===== config.mk =====
export PLATFORM = sky130hd
export DESIGN_NAME = stop_exit_limp_home_control
export DESIGN_NICKNAME = d
export VERILOG_FILES = /design/src/inc/stop_exit_pkg.sv /design/src/clock_tick_divider.sv /design/src/ripple_stage_counter.sv /design/src/stop_exit_limp_home_control.sv
export SDC_FILE = /design/constraint.sdc
export NUM_CORES = 1
export LEC_CHECK = 0
export ABC_AREA = 1
export BUFFER_PORTS_ARGS = -buffer_cell sky130_fd_sc_hd__buf_2
export CAP_MARGIN = 20
export CORE_UTILIZATION = 34
export DETAILED_ROUTE_END_ITERATION = 12
export SLEW_MARGIN = 20
export SYNTH_ARGS = -nofsm -noshare
export SYNTH_HDL_FRONTEND = slang
export SYNTH_HIERARCHICAL = 1
export SYNTH_SLANG_ARGS = --single-unit

===== constraint.sdc =====
create_clock -name SYS_CLK_I -period 1.5 [get_ports SYS_CLK_I]
set_input_delay 0.225 -clock SYS_CLK_I [delete_from_list [all_inputs] [get_ports SYS_CLK_I]]
set_output_delay 0.225 -clock SYS_CLK_I [all_outputs]
set_load 0.01 [all_outputs]

===== src/inc/stop_exit_pkg.sv =====
// Constants and carrier types for the stop-exit and limp-home controller.
// Assumes a 32-bit AXI4-Lite register bus and one system clock.
package stop_exit_pkg;

	// ----------------------------------------------------------------
	// Register map (byte addresses)
	// ----------------------------------------------------------------
	localparam logic [7:0] CTRL_OFFSET = 8'h00;
	localparam logic [7:0] DIV_OFFSET = 8'h04;
	localparam logic [7:0] STAT_OFFSET = 8'h08;

	// ----------------------------------------------------------------
	// Field positions
	// ----------------------------------------------------------------
	localparam int CTRL_W = 9;
	localparam int DIV_W = 4;
	localparam int STAT_ACTIVE_BIT = 0;
	localparam int STAT_CHANGE_BIT = 1;
	localparam int STAT_STATE_LSB = 2;
	localparam int STAT_PSEUDO_BIT = 4;

	// ----------------------------------------------------------------
	// Counter timing
	// ----------------------------------------------------------------
	localparam int CNT_W = 13;
	localparam int MID_COUNT = 4096;
	localparam int SHORT_COUNT = 16;

	// ----------------------------------------------------------------
	// Bus responses
	// ----------------------------------------------------------------
	localparam logic [1:0] RESP_OKAY = 2'h0;
	localparam logic [1:0] RESP_SLVERR = 2'h2;

	// ----------------------------------------------------------------
	// Types
	// ----------------------------------------------------------------
	typedef struct packed {
		logic pll_bw_selfadjust;
		logic module_clock_sel;
		logic pll_bus_clock_sel;
		logic limp_irq_en;
		logic low_power_osc_stop;
		logic stop_exit_delay_en;
		logic forced_clock_monitor_en;
		logic clock_monitor_en;
		logic limp_disable;
	} ctrl_type;

	// Any reset turns the clock monitor on and leaves limp-home enabled
	localparam ctrl_type CTRL_RESET = 9'h002;
	localparam logic [DIV_W-1:0] DIV_RESET = 4'h0;

	typedef enum logic [1:0] {
		ST_RUN,
		ST_STOP,
		ST_DELAY,
		ST_LIMP
	} state_type;

endpackage : stop_exit_pkg


===== src/clock_tick_divider.sv =====
// Slow-mode divider: one-cycle counter_clock enable pulses.
// Assumes the division ratio only changes while the block is idle.
`timescale 1ns/1ps
module clock_tick_divider #(
	parameter int DIV_W = 4
) (
	// Clock and reset
	input wire logic clk_i,
	input wire logic rst_i,
	// Control
	input wire logic [DIV_W-1:0] div_i,
	// Enable pulse
	output logic tick_o
);
	logic [DIV_W-1:0] cnt_q, cnt_d;
	logic tick_d;

	always_comb begin
		tick_d = (cnt_q >= div_i);
		cnt_d = tick_d ? '0 : cnt_q + 1'b1;
	end

	always_ff @(posedge clk_i or posedge rst_i) begin
		if (rst_i) begin
			cnt_q <= '0;
			tick_o <= 1'b0;
		end else begin
			cnt_q <= cnt_d;
			tick_o <= tick_d;
		end
	end

endmodule : clock_tick_divider


===== src/ripple_stage_counter.sv =====
// Free-running 13-stage counter advanced by counter_clock enables.
// Assumes clr_i and tick_i are one-cycle pulses from the controller.
`timescale 1ns/1ps
module ripple_stage_counter
	import stop_exit_pkg::*;
#(
	parameter int MID = MID_COUNT,
	parameter int SHORT = SHORT_COUNT
) (
	// Clock and reset
	input wire logic clk_i,
	input wire logic rst_i,
	// Control
	input wire logic clr_i,
	input wire logic tick_i,
	// Count events
	output logic mid_o,
	output logic short_o
);
	logic [CNT_W-1:0] cnt_q, cnt_d;
	logic mid_d, short_d;

	always_comb begin
		cnt_d = cnt_q;
		mid_d = 1'b0;
		short_d = 1'b0;
		if (clr_i) begin
			cnt_d = '0;
		end else if (tick_i) begin
			// Wraps at 8192, so the mid-count recurs every 8192 ticks
			cnt_d = cnt_q + 1'b1;
			mid_d = (cnt_q == CNT_W'(MID - 1));
			short_d = (cnt_q == CNT_W'(SHORT - 1));
		end
	end

	always_ff @(posedge clk_i or posedge rst_i) begin
		if (rst_i) begin
			cnt_q <= '0;
			mid_o <= 1'b0;
			short_o <= 1'b0;
		end else begin
			cnt_q <= cnt_d;
			mid_o <= mid_d;
			short_o <= short_d;
		end
	end
endmodule : ripple_stage_counter


===== src/stop_exit_limp_home_control.sv =====
// Stop and pseudo-stop exit controller with limp-home clock fallback.
// Assumes STOP_EXEC_I is a one-cycle pulse and the wake and clock
// monitor inputs are synchronous to SYS_CLK_I.
//
// The register addresses and the AXI4-Lite interface to the registers were chosen for this implementation.
`timescale 1ns/1ps
module stop_exit_limp_home_control
	import stop_exit_pkg::*;
(
	// Clock and reset
	input wire logic SYS_CLK_I,
	input wire logic RST_I,
	// AXI4-Lite write channels
	input wire logic [7:0] S_AXI_AWADDR,
	input wire logic S_AXI_AWVALID,
	output logic S_AXI_AWREADY,
	input wire logic [31:0] S_AXI_WDATA,
	input wire logic [3:0] S_AXI_WSTRB,
	input wire logic S_AXI_WVALID,
	output logic S_AXI_WREADY,
	output logic [1:0] S_AXI_BRESP,
	output logic S_AXI_BVALID,
	input wire logic S_AXI_BREADY,
	// AXI4-Lite read channels
	input wire logic [7:0] S_AXI_ARADDR,
	input wire logic S_AXI_ARVALID,
	output logic S_AXI_ARREADY,
	output logic [31:0] S_AXI_RDATA,
	output logic [1:0] S_AXI_RRESP,
	output logic S_AXI_RVALID,
	input wire logic S_AXI_RREADY,
	// Core and wake-up events
	input wire logic STOP_EXEC_I,
	input wire logic WAKE_IRQ_I,
	input wire logic WAKE_NMI_I,
	input wire logic WAKE_KEY_J_I,
	input wire logic WAKE_KEY_H_I,
	input wire logic WAKE_CAN_I,
	input wire logic EXT_CLK_OK_I,
	// Clock control
	output logic STOP_O,
	output logic OSC_RUN_O,
	output logic CM_RESET_O,
	output logic CM_FORCED_O,
	output logic VCO_CLK_SEL_O,
	output logic PLL_BUS_SEL_O,
	output logic MODULE_CLK_SEL_O,
	output logic VCO_RESTART_O,
	output logic PLL_RELOCK_O,
	output logic LIMP_IRQ_O
);
	import stop_exit_pkg::*;

	// ----------------------------------------------------------------
	// Declarations
	// ----------------------------------------------------------------
	ctrl_type ctrl_q, ctrl_d;
	logic [DIV_W-1:0] div_q, div_d;
	state_type st_q, st_d;
	logic pseudo_q, pseudo_d;
	logic dl_limp_q, dl_limp_d;
	logic dl_short_q, dl_short_d;
	logic active_q, active_d;
	logic change_q, change_d;
	logic chg_set, chg_clr;
	logic cnt_clr;
	logic tick, mid_hit, short_hit;
	logic wake, mon_on, limp_mode, relock_cond;
	logic awready_d, wready_d, bvalid_d, arready_d, rvalid_d;
	logic [1:0] bresp_d, rresp_d;
	logic [31:0] rdata_d;
	logic stop_d, osc_d, cmrst_d, cmf_d, vco_d, bus_d, mod_d;
	logic vrst_d, relock_d, irq_d;

	// ----------------------------------------------------------------
	// Counter clock and 13-stage counter
	// ----------------------------------------------------------------
	clock_tick_divider #(.DIV_W(DIV_W)) u_div (
		.clk_i(SYS_CLK_I),
		.rst_i(RST_I),
		.div_i(div_q),
		.tick_o(tick)
	);

	ripple_stage_counter #(.MID(MID_COUNT), .SHORT(SHORT_COUNT)) u_cnt (
		.clk_i(SYS_CLK_I),
		.rst_i(RST_I),
		.clr_i(cnt_clr),
		.tick_i(tick),
		.mid_o(mid_hit),
		.short_o(short_hit)
	);

	// ----------------------------------------------------------------
	// Register bus
	// ----------------------------------------------------------------
	// Write is taken only when address and data are both present, so a
	// single cycle decides it and the order of arrival does not matter.
	always_comb begin
		ctrl_d = ctrl_q;
		div_d = div_q;
		chg_clr = 1'b0;
		awready_d = 1'b0;
		wready_d = 1'b0;
		bvalid_d = S_AXI_BVALID & ~S_AXI_BREADY;
		bresp_d = S_AXI_BRESP;
		arready_d = 1'b0;
		rvalid_d = S_AXI_RVALID & ~S_AXI_RREADY;
		rresp_d = S_AXI_RRESP;
		rdata_d = S_AXI_RDATA;
		if (S_AXI_AWVALID && S_AXI_WVALID && !S_AXI_AWREADY &&
				!S_AXI_BVALID) begin
			awready_d = 1'b1;
			wready_d = 1'b1;
			bvalid_d = 1'b1;
			bresp_d = RESP_OKAY;
			case (S_AXI_AWADDR)
			CTRL_OFFSET: begin
				if (S_AXI_WSTRB[0])
					ctrl_d[7:0] = S_AXI_WDATA[7:0];
				if (S_AXI_WSTRB[1])
					ctrl_d[8] = S_AXI_WDATA[8];
			end
			DIV_OFFSET: begin
				if (S_AXI_WSTRB[0])
					div_d = S_AXI_WDATA[DIV_W-1:0];
			end
			STAT_OFFSET: begin
				chg_clr = S_AXI_WSTRB[0] & S_AXI_WDATA[STAT_CHANGE_BIT];
			end
			default: bresp_d = RESP_SLVERR;
			endcase
		end
		if (S_AXI_ARVALID && !S_AXI_ARREADY && !S_AXI_RVALID) begin
			arready_d = 1'b1;
			rvalid_d = 1'b1;
			rresp_d = RESP_OKAY;
			rdata_d = '0;
			case (S_AXI_ARADDR)
			CTRL_OFFSET: rdata_d[CTRL_W-1:0] = ctrl_q;
			DIV_OFFSET: rdata_d[DIV_W-1:0] = div_q;
			STAT_OFFSET: begin
				rdata_d[STAT_ACTIVE_BIT] = active_q;
				rdata_d[STAT_CHANGE_BIT] = change_q;
				rdata_d[STAT_STATE_LSB +: 2] = st_q;
				rdata_d[STAT_PSEUDO_BIT] = pseudo_q;
			end
			default: rresp_d = RESP_SLVERR;
			endcase
		end
	end

	always_ff @(posedge SYS_CLK_I or posedge RST_I) begin
		if (RST_I) begin
			ctrl_q <= CTRL_RESET;
			div_q <= DIV_RESET;
			S_AXI_AWREADY <= 1'b0;
			S_AXI_WREADY <= 1'b0;
			S_AXI_BVALID <= 1'b0;
			S_AXI_BRESP <= RESP_OKAY;
			S_AXI_ARREADY <= 1'b0;
			S_AXI_RVALID <= 1'b0;
			S_AXI_RRESP <= RESP_OKAY;
			S_AXI_RDATA <= '0;
		end else begin
			ctrl_q <= ctrl_d;
			div_q <= div_d;
			S_AXI_AWREADY <= awready_d;
			S_AXI_WREADY <= wready_d;
			S_AXI_BVALID <= bvalid_d;
			S_AXI_BRESP <= bresp_d;
			S_AXI_ARREADY <= arready_d;
			S_AXI_RVALID <= rvalid_d;
			S_AXI_RRESP <= rresp_d;
			S_AXI_RDATA <= rdata_d;
		end
	end

	// ----------------------------------------------------------------
	// Stop and limp-home sequencing
	// ----------------------------------------------------------------
	assign wake = WAKE_IRQ_I | WAKE_NMI_I | WAKE_KEY_J_I |
		WAKE_KEY_H_I | WAKE_CAN_I;
	assign mon_on = ctrl_q.clock_monitor_en |
		ctrl_q.forced_clock_monitor_en;
	assign relock_cond = ctrl_q.pll_bw_selfadjust &
		ctrl_q.pll_bus_clock_sel;

	always_comb begin
		st_d = st_q;
		pseudo_d = pseudo_q;
		dl_limp_d = dl_limp_q;
		dl_short_d = dl_short_q;
		active_d = active_q;
		chg_set = 1'b0;
		cnt_clr = 1'b0;
		cmrst_d = 1'b0;
		vrst_d = 1'b0;
		relock_d = 1'b0;
		case (st_q)
		ST_RUN: begin
			if (STOP_EXEC_I) begin
				if (ctrl_q.limp_disable && mon_on) begin
					cmrst_d = 1'b1;
				end else begin
					// Monitor masked here, so no failure is raised
					st_d = ST_STOP;
					pseudo_d = ctrl_q.low_power_osc_stop;
				end
			end
		end
		ST_STOP: begin
			if (wake) begin
				cnt_clr = 1'b1;
				if (!ctrl_q.limp_disable) begin
					if (ctrl_q.stop_exit_delay_en) begin
						st_d = ST_DELAY;
						dl_limp_d = 1'b1;
						dl_short_d = 1'b0;
					end else if (EXT_CLK_OK_I) begin
						st_d = ST_RUN;
					end else begin
						st_d = ST_LIMP;
						active_d = 1'b1;
						chg_set = 1'b1;
						vrst_d = pseudo_q;
					end
				end else if (ctrl_q.stop_exit_delay_en || pseudo_q) begin
					st_d = ST_DELAY;
					dl_limp_d = 1'b0;
					dl_short_d = ~ctrl_q.stop_exit_delay_en;
				end else begin
					st_d = ST_RUN;
				end
			end
		end
		ST_DELAY: begin
			if (dl_short_q ? short_hit : mid_hit) begin
				if (!dl_limp_q || EXT_CLK_OK_I) begin
					st_d = ST_RUN;
					relock_d = dl_limp_q & relock_cond;
				end else begin
					st_d = ST_LIMP;
					active_d = 1'b1;
					chg_set = 1'b1;
				end
			end
		end
		ST_LIMP: begin
			// Only the mid-count samples the monitor
			if (mid_hit && EXT_CLK_OK_I) begin
				st_d = ST_RUN;
				active_d = 1'b0;
				chg_set = 1'b1;
				relock_d = relock_cond;
			end
		end
		default: st_d = ST_RUN;
		endcase
		// A new change event beats a software clear in the same cycle
		change_d = chg_set | (change_q & ~chg_clr);
	end

	always_ff @(posedge SYS_CLK_I or posedge RST_I) begin
		if (RST_I) begin
			st_q <= ST_RUN;
			pseudo_q <= 1'b0;
			dl_limp_q <= 1'b0;
			dl_short_q <= 1'b0;
			active_q <= 1'b0;
			change_q <= 1'b0;
		end else begin
			st_q <= st_d;
			pseudo_q <= pseudo_d;
			dl_limp_q <= dl_limp_d;
			dl_short_q <= dl_short_d;
			active_q <= active_d;
			change_q <= change_d;
		end
	end

	// ----------------------------------------------------------------
	// Clock control outputs
	// ----------------------------------------------------------------
	// Selects are forced in limp-home and in a limp-enabled exit delay; the software copies in
	// ctrl_q are never overwritten, so exit restores them, including any
	// change software made during limp-home.
	always_comb begin
		limp_mode = (st_d == ST_LIMP) || (st_d == ST_DELAY && dl_limp_d);
		stop_d = (st_d == ST_STOP) || (st_d == ST_DELAY);
		osc_d = !(st_d == ST_STOP && !pseudo_d);
		cmf_d = limp_mode;
		vco_d = limp_mode;
		bus_d = limp_mode | ctrl_q.pll_bus_clock_sel;
		mod_d = !limp_mode & ctrl_q.module_clock_sel;
		irq_d = change_d & ctrl_q.limp_irq_en;
	end

	always_ff @(posedge SYS_CLK_I or posedge RST_I) begin
		if (RST_I) begin
			STOP_O <= 1'b0;
			OSC_RUN_O <= 1'b1;
			CM_RESET_O <= 1'b0;
			CM_FORCED_O <= 1'b0;
			VCO_CLK_SEL_O <= 1'b0;
			PLL_BUS_SEL_O <= 1'b0;
			MODULE_CLK_SEL_O <= 1'b0;
			VCO_RESTART_O <= 1'b0;
			PLL_RELOCK_O <= 1'b0;
			LIMP_IRQ_O <= 1'b0;
		end else begin
			STOP_O <= stop_d;
			OSC_RUN_O <= osc_d;
			CM_RESET_O <= cmrst_d;
			CM_FORCED_O <= cmf_d;
			VCO_CLK_SEL_O <= vco_d;
			PLL_BUS_SEL_O <= bus_d;
			MODULE_CLK_SEL_O <= mod_d;
			VCO_RESTART_O <= vrst_d;
			PLL_RELOCK_O <= relock_d;
			LIMP_IRQ_O <= irq_d;
		end
	end
endmodule : stop_exit_limp_home_control

==> out/metrics.cfg <==
[critical_path]
crit_required_ns = 1.74
rrSetupSlack_ns = -0.07
max_stage_delay_ns = 0.44
cp-end-kind = register
start_kind = register
reg2reg_depth = 12
rr_startpoint = st_q[1]
arrival_ns = 1.81
critPathKind = register to register
cp_common_cell = nand2_2
setup.worst_path.end = MODULE_CLK_SEL_O
crit_path_max_fanout = 4
reg2reg_to = MODULE_CLK_SEL_O
timing.critical_path.from = st_q[1]
cp_slowest_cell = dfrtp_2
path_cells = buf_6 -> nand2_4 -> inv_2 -> nand2_2 -> nand2_4 -> nor2_4 -> nand2_2 -> o21ai_2 -> ha_2 -> nand3_2 -> nand2_2 -> nor2_1

[clock_tree]
clockBufferDepth = 2
cts_sinks = 64
cts_buffers = 9
cts_tree = yes
clkTransAtPathRegs_ns = 0.07
clk_latency_ns = 0.35
htree_levels = 3
cts-root-buf = clkbuf_8

[finish]
utilization_pct = 45.0
nets = 609
fillCellCount = 1023
antennaDiodeCount = 0
syn_to_final_growth_pct = 27.4
layout.cells.non_filler = 672
drive_above_1_share_pct = 31.0

[detailed_routing]
post_drt_wl_per_cell_um = 10.9
dr_total_vias = 2939
first_pass_iters = 5
drtIter0Drc = 150
routed_wl_um = 7290
post_drt_via_cell_ratio = 4.37
drc = 0
antenna_left = 0

[sta]
setup_viol = 3
fmax_mhz = 636
slew_viol_final = 0
tightest_slew_ns = 0.585
min_period_over_period_pct = 105
skew_ns = 0.00864
finalCriticalPeriod_ns = 1.57
rsz0062_at_grt = yes
timing.final.ws_setup_ns = -0.0735
slew-limit-headroom_pct = 61.0
hold_viol = 0
holdWs_ns = 0.0590

[run_status]
failed_checks = setup timing
outcome = finished, violations left

[logic_synthesis]
ys_ff_latch = 64
netlist_area_mm2 = 0.00347
syn_avg_cell_area_um2 = 7.95
synth_enable_flop_cells = 0
ys_warn_count = 6
yosysSeqAreaShare_pct = 46.3
synth_cell_types = 37
async_reset_ff_share_pct = 100
synth_ff_type = dfrtp_1
netlist_instances = 436

[worst_hold_path]
hold_path_class = primary input to register

[run]
max_cap_violations = 0

[die]
fp.dieW_um = 103
die_h_um = 103
die_area_mm2 = 0.0106
start_util_pct = 35.3
ioPinCount = 117
coreArea_mm2 = 0.00982
rows = 36

[placement]
dpl.hpwl_um = 5500
io_buffers = 66
dp_cells = 651
gp_congestion = 0.821
post-place-ws_ns = -0.166

[power_and_ir_drop]
ir_drop_mv = 0.567
powerDensity_mw_per_mm2 = 1320
p_total_mw = 5.84
p_leak_nw = 2.37

[grt]
grt.total_usage_pct = 14.7
grt_max_degree = 23
grt-ovfl-total = 0
grt_pass1_wl_um = 11800
antenna_found_initial = 0
first_global_vias = 2656

-- worst max-delay path, delay by kind of cell, from the launching register on --
family	cells	cell delay, ns
flops	1	0.44
fa+ha+maj	1	0.19
buf+inv	2	0.18
simple gates	8	0.59
compound gates	1	0.07
-- routing by layer --
metal / global-route usage [%] / vias up / wire [um]
met5: 0 / - / 0
met4: 5.53 / 0 / 88
met2: 25.0 / 69 / 3550
met1: 18.1 / 1342 / 3330
li1: - / 1516 / -
met3: 3.19 / 12 / 328
-- synthesized netlist by cell type (2+ instances only) --
cell type | number | area (um^2)
o21a_1 | 2 | 15.0
nand3_2 | 5 | 50.1
nand3_1 | 38 | 190
o21ai_0 | 13 | 65.1
nand2_1 | 108 | 405
nand2_2 | 4 | 25.0
nor2_2 | 4 | 25.0
nor3_1 | 4 | 20.0
dfstp_2 | 2 | 52.6
xnor2_1 | 2 | 17.5
nor2_4 | 3 | 33.8
o21ai_2 | 4 | 35.0
ha_1 | 9 | 113
nor2_1 | 49 | 184
o21ai_1 | 7 | 35.0
a21oi_1 | 8 | 40.0
nand4_1 | 5 | 31.3
buf_2 | 2 | 10.0
inv_1 | 61 | 229
dfrtp_1 | 62 | 1550
buf_4 | 28 | 210
-- sequential cells by signal (all words and copies together), names as in the netlist, 2 cells and up --
| name | cells |
|---|---|
| S_AXI_RDATA | 9 |
| div_q | 4 |
| st_q | 2 |
| u_div/cnt_q | 4 |
| ctrl_q | 9 |
| u_cnt/cnt_q | 13 |
-- repair_timing --
action | 4_1_cts | 5_1_grt
setup endpoints to repair | 13 | 18
pin swaps | 7 | 12
resized for setup | 23 | 23
hold buffers | 1 | 0
buffers inserted | 3 | 1
hold endpoints to repair | 33 | 0
-- how the worst min path moves through the flow --
| stage | endpoint | slack, ns | startpoint | cells after the start |
|---|---|---|---|---|
| 5_1_grt | S_AXI_RVALID | 0.06 | S_AXI_RREADY | 2 |
| 4_1_cts | S_AXI_RVALID | 0.06 | S_AXI_RREADY | 2 |
| 3_5_place_dp | u_div/tick_o | 0.17 | RST_I | 2 |
| 3_3_place_gp | u_div/tick_o | 0.17 | RST_I | 2 |
| 6_report | S_AXI_BVALID | 0.06 | S_AXI_BREADY | 2 |
| 2_1_floorplan | u_div/cnt_q[0] | 0.004 | RST_I | 1 |
-- where the power goes --
part / internal (mW) / switching (mW)
Sequential: 1.97 / 0.167
Combinational: 0.843 / 1.07
Clock: 1.10 / 0.685
-- cell type report --
cell class	count	area, um^2	share of cell area (%)
inverters	63	245	5.55
clock buffers	10	128	2.89
flip-flops and latches	64	1610	36.3
clock inverters	6	108	2.44
multi-input cells	301	1590	36.1
repair buffers	95	571	12.9
well taps	133	166	3.77
-- stage by stage --
step | TNS (ns) | area, um^2
6_report | -0.115 | 4420
5_1_grt | -0.598 | 4420
4_1_cts | -0.0249 | 4340
3_5_place_dp | -0.937 | 4010
3_3_place_gp | -0.633 | 4010
2_1_floorplan | 0 | 3560
-- cell families (layout without fill, tap and decap cells) --
group / after synthesis / count (layout) / synth area share, %
XOR/XNOR: 3 / 3 / 0.758
buffers and inverters: 95 / 174 / 13.6
AO/OA/AOI/OAI: 39 / 39 / 6.61
AND/OR/NAND/NOR: 225 / 225 / 29.4
other: 1 / 25 / 0.108
flip-flops: 64 / 64 / 46.3
adder cells (fa/ha/maj): 9 / 9 / 3.25
-- layout by cell type, fill, tap and decap left out, types with 2 or more instances in the layout --
cell type	count
nand2_2	9
nand2_1	100
nor2_4	8
inv_2	6
nand4_1	5
buf_2	66
clkbuf_8	9
dfstp_2	2
conb_1	25
nor2_2	7
inv_1	54
o21ai_0	10
xnor2_1	2
a21oi_1	6
o21ai_1	7
buf_4	25
nor3_1	4
clkinvlp_4	2
nor2_1	41
dfrtp_1	61
ha_1	8
o21ai_2	7
nand2_4	4
a21oi_2	2
nand3_2	6
buf_6	2
bufinv_16	3
clkinv_2	2
nand3_1	37
o21a_1	2
No activity file was read; power rests on OpenSTA's default activity.
